--- src/core/addr_map_pkg.sv ---
// constants for the emulation memory address mapper
package addr_map_pkg;
  localparam int          ADDR_W        = 32;
  localparam int          NIB_LSB       = 28;
  localparam int          NUM_CS        = 8;
  localparam int          CNT_W         = 32;
  localparam int          CS_SEVEN      = 7;
  localparam logic [3:0]  NIB_ZERO      = 4'h0;
  localparam logic [31:0] ADDR_RST      = 32'h0000_0000;
  localparam logic [31:0] CNT_RST       = 32'h0000_0000;
  localparam logic [31:0] CNT_ONE       = 32'h0000_0001;
  // counter wraps about every 22.9 minutes at the chosen count rate
  localparam real         WRAP_MINUTES  = 22.9;
  localparam logic [7:0]  WARN_UPPER    = 8'hAC; // warning number 172
  // halt status codes
  localparam logic [1:0]  HALT_NONE     = 2'h0;
  localparam logic [1:0]  HALT_DRAM     = 2'h1;
  localparam logic [1:0]  HALT_PARITY   = 2'h2;
endpackage

--- src/core/nibble_rebuild.sv ---
// rebuilds the upper address nibble from chip-select programming
`timescale 1ns/10ps
module nibble_rebuild (
  // chip-select state
  input  wire logic [7:0]  cs_active,
  input  wire logic [31:0] cs_base [8],
  // rebuilt nibble
  output logic [3:0]       nibble,
  output logic             hit
);
  always_comb begin
    nibble = addr_map_pkg::NIB_ZERO;
    hit    = 1'b0;
    for (int i = addr_map_pkg::NUM_CS - 1; i >= 0; i--) begin
      if (cs_active[i]) begin
        nibble = cs_base[i][31:28];
        hit    = 1'b1;
      end
    end
  end
endmodule // nibble_rebuild

--- src/core/emulation_memory_address_mapper.sv ---
// emulation memory address mapper and trace qualifier
// Operation
// - in write-strobe mode rebuild upper nibble from chip selects for analyzer
// - in write-strobe mode mapper sees zero upper nibble, lower 28 bits only
// - target-routed accesses carry original upper nibble unchanged
// - aliased emulation access raises no error, analyzer keeps rebuilt address
// - DRAM chip select reaching emulation memory halts to monitor with status
// - emulation access with parity enabled halts to monitor
// - in write-strobe mode warn number 172 per chip select decoding a nonzero unseen upper nibble
// - warn rebuilt nibble may be invalid when select seven is plain chip select
// - cycle is DMA only when function code bit three high
// - relative mode flags first stored state after each counter wrap
// - absolute mode flags every stored state after first wrap
// - relative mode elapsed count corrected for wrap, never negative
`timescale 1ns/10ps
module emulation_memory_address_mapper (
  // clock and reset
  input  wire logic        clk_sys,
  input  wire logic        resetn,
  // processor bus (from pins)
  input  wire logic        cycle_strobe,
  input  wire logic [31:0] cpu_addr,
  input  wire logic        function_code_bit_three,
  input  wire logic [7:0]  cs_active,
  // configuration
  input  wire logic        upper_is_we,
  input  wire logic [31:0] cs_base [8],
  input  wire logic [31:0] cs_mask [8],
  input  wire logic [7:0]  cs_is_dram,
  input  wire logic [7:0]  cs_parity_en,
  input  wire logic [7:0]  cs_valid,
  input  wire logic        shared_select_pin_seven_is_cs,
  input  wire logic        absolute_mode,
  // mapper decision from the memory map
  input  wire logic        map_is_emul,
  // outputs
  output logic [31:0]      mapper_addr,
  output logic [31:0]      target_addr,
  output logic [31:0]      trace_addr,
  output logic             trace_valid,
  output logic             trace_dma,
  output logic [31:0]      trace_count,
  output logic             trace_overflow,
  output logic             halt_req,
  output logic [1:0]       halt_status,
  output logic [7:0]       warn_upper_cs,
  output logic [7:0]       warn_number,
  output logic             warn_nibble_invalid
);
  // reset release
  logic rst_s1_q, rstn_q;
  always_ff @(posedge clk_sys or negedge resetn) begin
    if (!resetn) begin
      rst_s1_q <= 1'b0;
      rstn_q   <= 1'b0;
    end else begin
      rst_s1_q <= 1'b1;
      rstn_q   <= rst_s1_q;
    end
  end

  // pin synchronisers
  logic [31:0] addr_s1_q, addr_s2_q;
  logic        stb_s1_q, stb_s2_q, fc_s1_q, fc_s2_q;
  logic [7:0]  cs_s1_q, cs_s2_q;
  always_ff @(posedge clk_sys or negedge rstn_q) begin
    if (!rstn_q) begin
      addr_s1_q <= addr_map_pkg::ADDR_RST;
      addr_s2_q <= addr_map_pkg::ADDR_RST;
      stb_s1_q  <= 1'b0;
      stb_s2_q  <= 1'b0;
      fc_s1_q   <= 1'b0;
      fc_s2_q   <= 1'b0;
      cs_s1_q   <= 8'h00;
      cs_s2_q   <= 8'h00;
    end else begin
      addr_s1_q <= cpu_addr;
      addr_s2_q <= addr_s1_q;
      stb_s1_q  <= cycle_strobe;
      stb_s2_q  <= stb_s1_q;
      fc_s1_q   <= function_code_bit_three;
      fc_s2_q   <= fc_s1_q;
      cs_s1_q   <= cs_active;
      cs_s2_q   <= cs_s1_q;
    end
  end

  // upper nibble of a bus word
  function automatic logic [3:0] upper_nib(input logic [31:0] word);
    return word[addr_map_pkg::ADDR_W-1:addr_map_pkg::NIB_LSB];
  endfunction

  // same word with its upper nibble replaced
  function automatic logic [31:0] with_nib(input logic [31:0] word, input logic [3:0] nib);
    logic [31:0] res;
    res = word;
    res[addr_map_pkg::ADDR_W-1:addr_map_pkg::NIB_LSB] = nib;
    return res;
  endfunction

  logic [3:0] rebuilt_nib;
  logic       rebuilt_hit;
  nibble_rebuild u_rebuild (
    .cs_active (cs_s2_q),
    .cs_base   (cs_base),
    .nibble    (rebuilt_nib),
    .hit       (rebuilt_hit)
  );

  // next values of the per-cycle outputs
  logic [31:0] mapper_addr_d, target_addr_d, trace_addr_d;
  logic        trace_valid_d, trace_dma_d, halt_req_d, emul_hit;
  logic [1:0]  halt_status_d;
  logic [7:0]  warn_upper_cs_d, warn_number_d;
  logic        warn_nibble_invalid_d;

  always_comb begin
    mapper_addr_d = addr_s2_q;
    if (upper_is_we) begin
      mapper_addr_d = with_nib(addr_s2_q, addr_map_pkg::NIB_ZERO);
    end
    target_addr_d = addr_s2_q;
    trace_addr_d  = addr_s2_q;
    if (upper_is_we && rebuilt_hit) begin
      trace_addr_d = with_nib(addr_s2_q, rebuilt_nib);
    end
    emul_hit      = stb_s2_q && map_is_emul;
    halt_req_d    = 1'b0;
    halt_status_d = addr_map_pkg::HALT_NONE;
    // dram reported first when both faults apply
    if (emul_hit && |(cs_s2_q & cs_is_dram)) begin
      halt_req_d    = 1'b1;
      halt_status_d = addr_map_pkg::HALT_DRAM;
    end else if (emul_hit && |(cs_s2_q & cs_parity_en)) begin
      halt_req_d    = 1'b1;
      halt_status_d = addr_map_pkg::HALT_PARITY;
    end
    // zero-nibble aliasing itself never raises a halt
    trace_valid_d = stb_s2_q;
    trace_dma_d   = stb_s2_q && fc_s2_q;
    // diagnostics
    warn_upper_cs_d = 8'h00;
    for (int i = 0; i < addr_map_pkg::NUM_CS; i++) begin
      if (upper_is_we && cs_valid[i] && (upper_nib(cs_mask[i]) != addr_map_pkg::NIB_ZERO)
          && (upper_nib(cs_base[i]) != addr_map_pkg::NIB_ZERO)) begin
        warn_upper_cs_d[i] = 1'b1;
      end
    end
    warn_number_d = (|warn_upper_cs_d) ? addr_map_pkg::WARN_UPPER : 8'h00;
    // rebuilt nibble is only as good as the chip-select decode
    warn_nibble_invalid_d = shared_select_pin_seven_is_cs;
  end

  always_ff @(posedge clk_sys or negedge rstn_q) begin
    if (!rstn_q) begin
      mapper_addr         <= addr_map_pkg::ADDR_RST;
      target_addr         <= addr_map_pkg::ADDR_RST;
      trace_addr          <= addr_map_pkg::ADDR_RST;
      trace_valid         <= 1'b0;
      trace_dma           <= 1'b0;
      halt_req            <= 1'b0;
      halt_status         <= addr_map_pkg::HALT_NONE;
      warn_upper_cs       <= 8'h00;
      warn_number         <= 8'h00;
      warn_nibble_invalid <= 1'b0;
    end else begin
      mapper_addr         <= mapper_addr_d;
      target_addr         <= target_addr_d;
      trace_addr          <= trace_addr_d;
      trace_valid         <= trace_valid_d;
      trace_dma           <= trace_dma_d;
      halt_req            <= halt_req_d;
      halt_status         <= halt_status_d;
      warn_upper_cs       <= warn_upper_cs_d;
      warn_number         <= warn_number_d;
      warn_nibble_invalid <= warn_nibble_invalid_d;
    end
  end

  // free running time counter and per-state count
  logic [31:0] cnt_q, cnt_d, last_cnt_q, last_cnt_d, trace_count_d;
  logic        wrap_pend_q, wrap_pend_d, wrapped_q, wrapped_d, trace_overflow_d;

  always_comb begin
    cnt_d       = cnt_q + addr_map_pkg::CNT_ONE;
    wrap_pend_d = wrap_pend_q;
    wrapped_d   = wrapped_q;
    if (cnt_d == addr_map_pkg::CNT_RST) begin
      wrap_pend_d = 1'b1;
      wrapped_d   = 1'b1;
    end
    last_cnt_d       = last_cnt_q;
    trace_count_d    = trace_count;
    trace_overflow_d = trace_overflow;
    if (stb_s2_q) begin
      last_cnt_d = cnt_q;
      if (absolute_mode) begin
        trace_count_d    = cnt_q;
        trace_overflow_d = wrapped_q;
      end else begin
        // modulo subtraction never goes negative
        trace_count_d    = cnt_q - last_cnt_q;
        trace_overflow_d = wrap_pend_q;
        // a wrap in the cycle of the store stays pending for the next one
        wrap_pend_d      = (cnt_d == addr_map_pkg::CNT_RST);
      end
    end
  end

  always_ff @(posedge clk_sys or negedge rstn_q) begin
    if (!rstn_q) begin
      trace_count    <= addr_map_pkg::CNT_RST;
      trace_overflow <= 1'b0;
      cnt_q          <= addr_map_pkg::CNT_RST;
      last_cnt_q     <= addr_map_pkg::CNT_RST;
      wrap_pend_q    <= 1'b0;
      wrapped_q      <= 1'b0;
    end else begin
      trace_count    <= trace_count_d;
      trace_overflow <= trace_overflow_d;
      cnt_q          <= cnt_d;
      last_cnt_q     <= last_cnt_d;
      wrap_pend_q    <= wrap_pend_d;
      wrapped_q      <= wrapped_d;
    end
  end
endmodule // emulation_memory_address_mapper

--- config.mk ---
export PLATFORM = sky130hd
export DESIGN_NAME = emulation_memory_address_mapper
export DESIGN_NICKNAME = d
export VERILOG_FILES = /design/src/core/addr_map_pkg.sv /design/src/core/nibble_rebuild.sv /design/src/core/emulation_memory_address_mapper.sv
export SDC_FILE = /design/constraint.sdc
export NUM_CORES = 1
export LEC_CHECK = 0
export BUFFER_PORTS_ARGS = -buffer_cell sky130_fd_sc_hd__buf_4
export CORE_AREA = 5 5 280 282
export DETAILED_ROUTE_END_ITERATION = 8
export DIE_AREA = 0 0 285 287
export GPL_TIMING_DRIVEN = 0
export PLACE_DENSITY = 0.33
export SLEW_MARGIN = 15
export SYNTH_ARGS = -nofsm -noshare
export SYNTH_HDL_FRONTEND = slang
export SYNTH_SLANG_ARGS = --single-unit
export TNS_END_PERCENT = 30
--- constraint.sdc ---
create_clock -name clk_sys -period 8.35 [get_ports clk_sys]
set_input_delay 0.835 -clock clk_sys [delete_from_list [all_inputs] [get_ports clk_sys]]
set_output_delay 0.835 -clock clk_sys [all_outputs]
set_load 0.02 [all_outputs]
Word level (Yosys, flattened, before mapping)
Cells that the tools add are included.

word-level totals
  bits in registers = 303
  input bits = 584
  output and inout port bits = 151
  logic and storage cells = 115

cells by class
  add/sub/neg operators = 2
  muxes and demuxes = 36
  bitwise logic cells = 2
  reductions and logical operators = 49

operator list
  kind                     count
  $mux W32                 3
  $reduce_bool A4 Y1       16
  $add A32 B1 Y32 const B  1
  $logic_not A32 Y1        1
  $mux W4                  8
  $sub A32 B32 Y32         1
  $logic_and A1 B1 Y1      29
  $reduce_or A8 Y1         3
  $mux W1                  22
  $and A8 B8 Y8            2
  $mux W8                  1
  $mux W2                  2

Longest topological paths before layout
  word-level depth = 10
  gate-level depth with buffers = 13
  gate-level depth less buffers = 13

By module
Synthesis repeated with hierarchy kept, for this count alone.

unflattened totals
  cell total of the unflattened synthesis = 1,024
  area, all modules = 10,939.2 sq um

by module, submodules not included
  module                           times used  cells an instance  area an instance (sq um)  seq. area each (sq um)
  emulation_memory_address_mapper  1           977                10,610.2                  6,005.8
  nibble_rebuild                   1           47                 329.1                     0.0

Worst setup path before layout
No wires, ideal clock.

  kind = register to register
  from = register cnt_q[0]
  to = register trace_count[24]
  setup time = 128 ps
  arrival time = 2,818 ps
  data required time = 8,222 ps
  slack = 5,404 ps
  stages on the path, launching flop included = 14
  buffers on the path = 0
  period minus slack after synthesis = 2,946 ps
  cell sequence = dfrtp_1 -> inv_1 -> ha_1 -> inv_1 -> fa_1 -> a211oi_1 -> o211ai_1 -> nand2_1 -> o21ai_0 -> a221oi_1 -> o21ai_0 -> a31oi_1 -> xor2_1 -> o21ai_0

on the way
  cells in the longest elaborated chain, start to end = 2

RTL lines
  item                    RTL line                                RTL
  start, declared         emulation_memory_address_mapper.sv:181  logic [31:0] cnt_q, cnt_d, last_cnt_q, last_cnt_d, trace_count_d;
  start signal, assigned  emulation_memory_address_mapper.sv:214  cnt_q <= addr_map_pkg::CNT_RST;
  start signal, assigned  emulation_memory_address_mapper.sv:221  cnt_q <= cnt_d;
  $sub A32 B32 Y32        emulation_memory_address_mapper.sv:202  trace_count_d = cnt_q - last_cnt_q;
  $mux W32                emulation_memory_address_mapper.sv:197  if (absolute_mode) begin
  end signal, assigned    emulation_memory_address_mapper.sv:212  trace_count <= addr_map_pkg::CNT_RST;
  end signal, assigned    emulation_memory_address_mapper.sv:219  trace_count <= trace_count_d;
  end, declared           emulation_memory_address_mapper.sv:42   output logic [31:0] trace_count,

No other way between the ends.
A chain may end at the register's enable or synchronous reset.

Worst setup path after layout
Same ends and word-level chain as after synthesis.

==> impl_summary.log <==
[metrics] critical path startpoint: cnt_q[0]
[metrics] total wire length: 45600 um
[metrics] top-area cell type share of the netlist area: 0.546
[metrics] signed area change from the synthesized netlist to the final layout: 41.3%
[metrics] routability cong.: 0.820
[metrics] CTS HTree Levels: 1
[metrics] starting density of the core: 0.146
[metrics] CTS Sinks: 240
[metrics] final-report hold violation count: 0
[metrics] simple-gate share of the synthesized area: 0.142
[metrics] Hold Path Class: flip-flop to async pin
[metrics] most common cell after layout, fill and taps aside: buf_4
[metrics] max-slew violation count: 0
[metrics] parity-gate share of the synthesized area counting xor and xnor cells: 0.0422
[metrics] Slowest-stage cell, CP: a221oi_1
[metrics] HPWL reported at the end of detailed placement: 36500 um
[metrics] share of the clock period used by the worst path after layout: 0.460
[metrics] number of ports placed on the die boundary: 735
[metrics] clock root buffer master: clkbuf_16
[metrics] library cells used by synthesis: 63
[metrics] main area contributors after synthesis: dfrtp_1 55%, buf_4 4.4%, ha_1 3.8%, a21oi_1 3.4%, nand2_1 3.4%
[metrics] number of enable-type register cells in the synthesized netlist: 0
[metrics] number of buffers and inverters on the critical path: 2
[metrics] startpoint of the most critical register-to-register path: cnt_q[0]
[metrics] buffers inserted during post-CTS setup optimization: 0
[metrics] routed wirelength normalized by instance count: 19.2 um
[metrics] crit path max fanout: 9
[metrics] minimum clock period: 3840 ps
[metrics] Worst setup SP type: flip-flop
[metrics] crit path cell chain: inv_1 > ha_1 > inv_1 > fa_1 > a211oi_1 > o211ai_1 > nand2_1 > o21ai_0 > a221oi_1 > o21ai_0 > a31oi_1 > xor2_1 > o21ai_0
[metrics] pre-CTS setup slack: 4530 ps
[metrics] average cell area after synthesis: 10.5 um2
[metrics] part of the Yosys area used for sequential elements: 0.546
[metrics] cell count after synthesis: 1045
[metrics] largest net degree at the start of global routing: 60
[metrics] clk_lat worst skew: 580 ps
[metrics] Slowest Stage Delay on Critical Path: 720 ps
[metrics] final worst setup slack: 4510 ps
[metrics] post-detailed-route count of antenna-violating nets: 0
[metrics] Initial DRC Count: 334
[metrics] area leader, netlist: dfrtp_1
[metrics] worst IR drop on VDD: 0.141 mV
[metrics] Synth Cell Area: 0.0110 mm2
[metrics] horizontal die dimension: 285 um
[metrics] combinational family with the most area after synthesis: simple AND/OR/NAND/NOR gates
[metrics] Worst path most repeated cell: o21ai_0
[metrics] number of nets in the layout: 1987
[metrics] Compound-Gate Fraction of Synth Area: 0.120
[metrics] Max Clock Freq: 260 MHz
[metrics] number of warnings printed during yosys synthesis: 0
[metrics] Worst Path Class, Setup: flip-flop to flip-flop
[metrics] number of vias per cell: 3.72
[metrics] cell area power density: 192 mW/mm2
[metrics] number of input and output port buffers inserted: 282
[metrics] synthesized flop and latch total: 240
[metrics] GRT Util Overall: 0.108
[metrics] Relative slew margins: 0.398
[metrics] proportion of layout cells with a drive suffix above 1: 0.317
[metrics] TritonCTS Buffers: 31
[metrics] share of cell area taken by muxes after synthesis: 0.0343
[metrics] share of synthesized flip-flops with an asynchronous set or reset: 1.00
[metrics] Leak: 7.22 nW
[metrics] Setup violations, final: 0
[metrics] Core Footprint: 0.0754 mm2
[metrics] maximum count of clock buffers along a single path: 3
[metrics] first-pass GRT wire length: 66200 um
[metrics] Fill cells: 8282
[metrics] arrival time at the worst endpoint: 4290 ps
[metrics] dominant delay contributor by cell family on the critical path: compound AO/OA/AOI/OAI gates
[metrics] transition time at the pin with the least slew margin: 903 ps
[metrics] RSZ-0062 raised after global routing: no
[metrics] row count: 101
[metrics] result of the run: complete, no violations
[metrics] adder and majority cell fraction of the synthesized area: 0.0393
[metrics] total via count after detailed routing: 8826
[metrics] y dimension of the die: 287 um
[metrics] grt ovf: 0
[metrics] Clock Skews: 14.8 ps
[metrics] initial antenna violation count: 1
[metrics] overall die area: 0.0818 mm2
[metrics] clock transition at the register clock pins on the worst setup and hold paths after CTS: 60 ps
[metrics] fin util: 0.206
[metrics] CTS tree: yes
[metrics] commonest cells after routing, fill and taps aside: 347 x buf_4, 239 x dfrtp_1, 100 x nand2_1
[metrics] type of element capturing the critical path: flip-flop
[metrics] DR DRC count: 0
[metrics] top flip-flop cell by instance count after synthesis: dfrtp_1
[metrics] drt pass-1 iters: 5
[metrics] Req. time, crit path: 8800 ps
[metrics] number of max-capacitance violations reported: 0
[metrics] via count of the first global-routing pass: 9444
-- metal layers --
| layer | global-route usage | share of wire | wire (um) | vias up |
|---|---|---|---|---|
| li1 | - | - | - | 4201 |
| met1 | 0.127 | 0.41 | 18700 | 4367 |
| met2 | 0.204 | 0.53 | 24200 | 209 |
| met3 | 0.0185 | 0.038 | 1740 | 49 |
| met4 | 0.0226 | 0.021 | 966 | 0 |
| met5 | 0 | 0 | 0 | - |
-- state kept, by name, indices dropped and copies added (netlist names), 2 cells and up --
signal / cells
halt_status: 2
cnt_q: 32
warn_upper_cs: 8
cs_s2_q: 8
cs_s1_q: 8
target_addr: 4
mapper_addr: 4
addr_s1_q: 32
trace_addr: 32
trace_count: 32
last_cnt_q: 32
addr_s2_q: 32
-- path summary, 6_finish.rpt --
path	slack, ps	to	cells after the start
worst min register to register	300	trace_addr[26]	0
worst max register to register	4510	trace_count[24]	13
min in group clk_sys	340	addr_s2_q[9]	0
max in group asynchronous	6950	last_cnt_q[5]	3
worst max-delay path	4510	trace_count[24]	13
worst min-delay path	300	trace_addr[26]	0
-- cell usage after synthesis (4+ instances only) --
library cell	instances
o21a_1	5
xnor2_1	30
ha_1	33
buf_1	7
nand2_1	100
nor4_1	19
or3_1	4
nand3_1	24
xor2_1	23
dfrtp_1	240
and3_1	11
nor3_1	20
buf_4	65
mux2_2	13
a22oi_1	8
nand4_1	14
buf_2	6
nand3b_1	8
nor2b_1	12
a31oi_1	7
nor2_1	52
clkbuf_1	33
o21ai_0	72
o22ai_1	4
o21bai_1	4
nand2b_1	14
inv_1	41
a21o_1	23
o211ai_1	5
mux2i_1	22
or4_1	4
a21oi_1	75
-- metrics by stage --
stage | total power, mW | area, um2 | std cells | TNS, ps | hold WS (ps)
finish | 2.99 | 15500 | 2373 | 0 | 298
CTS | 3.07 | 15500 | 2371 | 0 | 305
global route | 3.13 | 15500 | 2372 | 0 | 313
global placement | 1.65 | 14400 | 2308 | -597580 | 333
floorplan | 1.44 | 11000 | 1048 | 0 | 331
detailed placement | 1.65 | 14500 | 2313 | 0 | 298
-- power breakdown --
group          leakage, nW  internal (mW)  switching [mW]
clock network        0.520          0.826           0.546
registers             2.96           1.22          0.0365
logic                 3.74          0.161           0.204
-- cell families (layout without fill, tap and decap cells) --
kind of cell    after synthesis  in the layout
other cells                   2              7
xor+xnor                     53             53
compound gates              224            224
mux                          36             36
buf+inv                     155            500
fa+ha+maj                    34             34
flops                       240            240
simple gates                301            301
-- final cells by class --
cell class	instances	area [um2]	area share
Multi-Input combinational cell	653	4190	0.269
Tap cell	978	1220	0.0787
Antenna cell	2	5.00	0.000322
Sequential cell	240	6010	0.386
Clock inverter	14	156	0.0101
Inverter	41	154	0.00990
Clock buffer	43	881	0.0567
Buffer	114	683	0.0439
Timing Repair Buffer	288	2250	0.145
-- timing repair --
action                                  CTS  global route
hold buffers                              1             0
hold endpoints to repair                  2             0
endpoints found under the setup margin    0             0
gates resized for setup                   0             0
(Power assumes the default switching activity.)
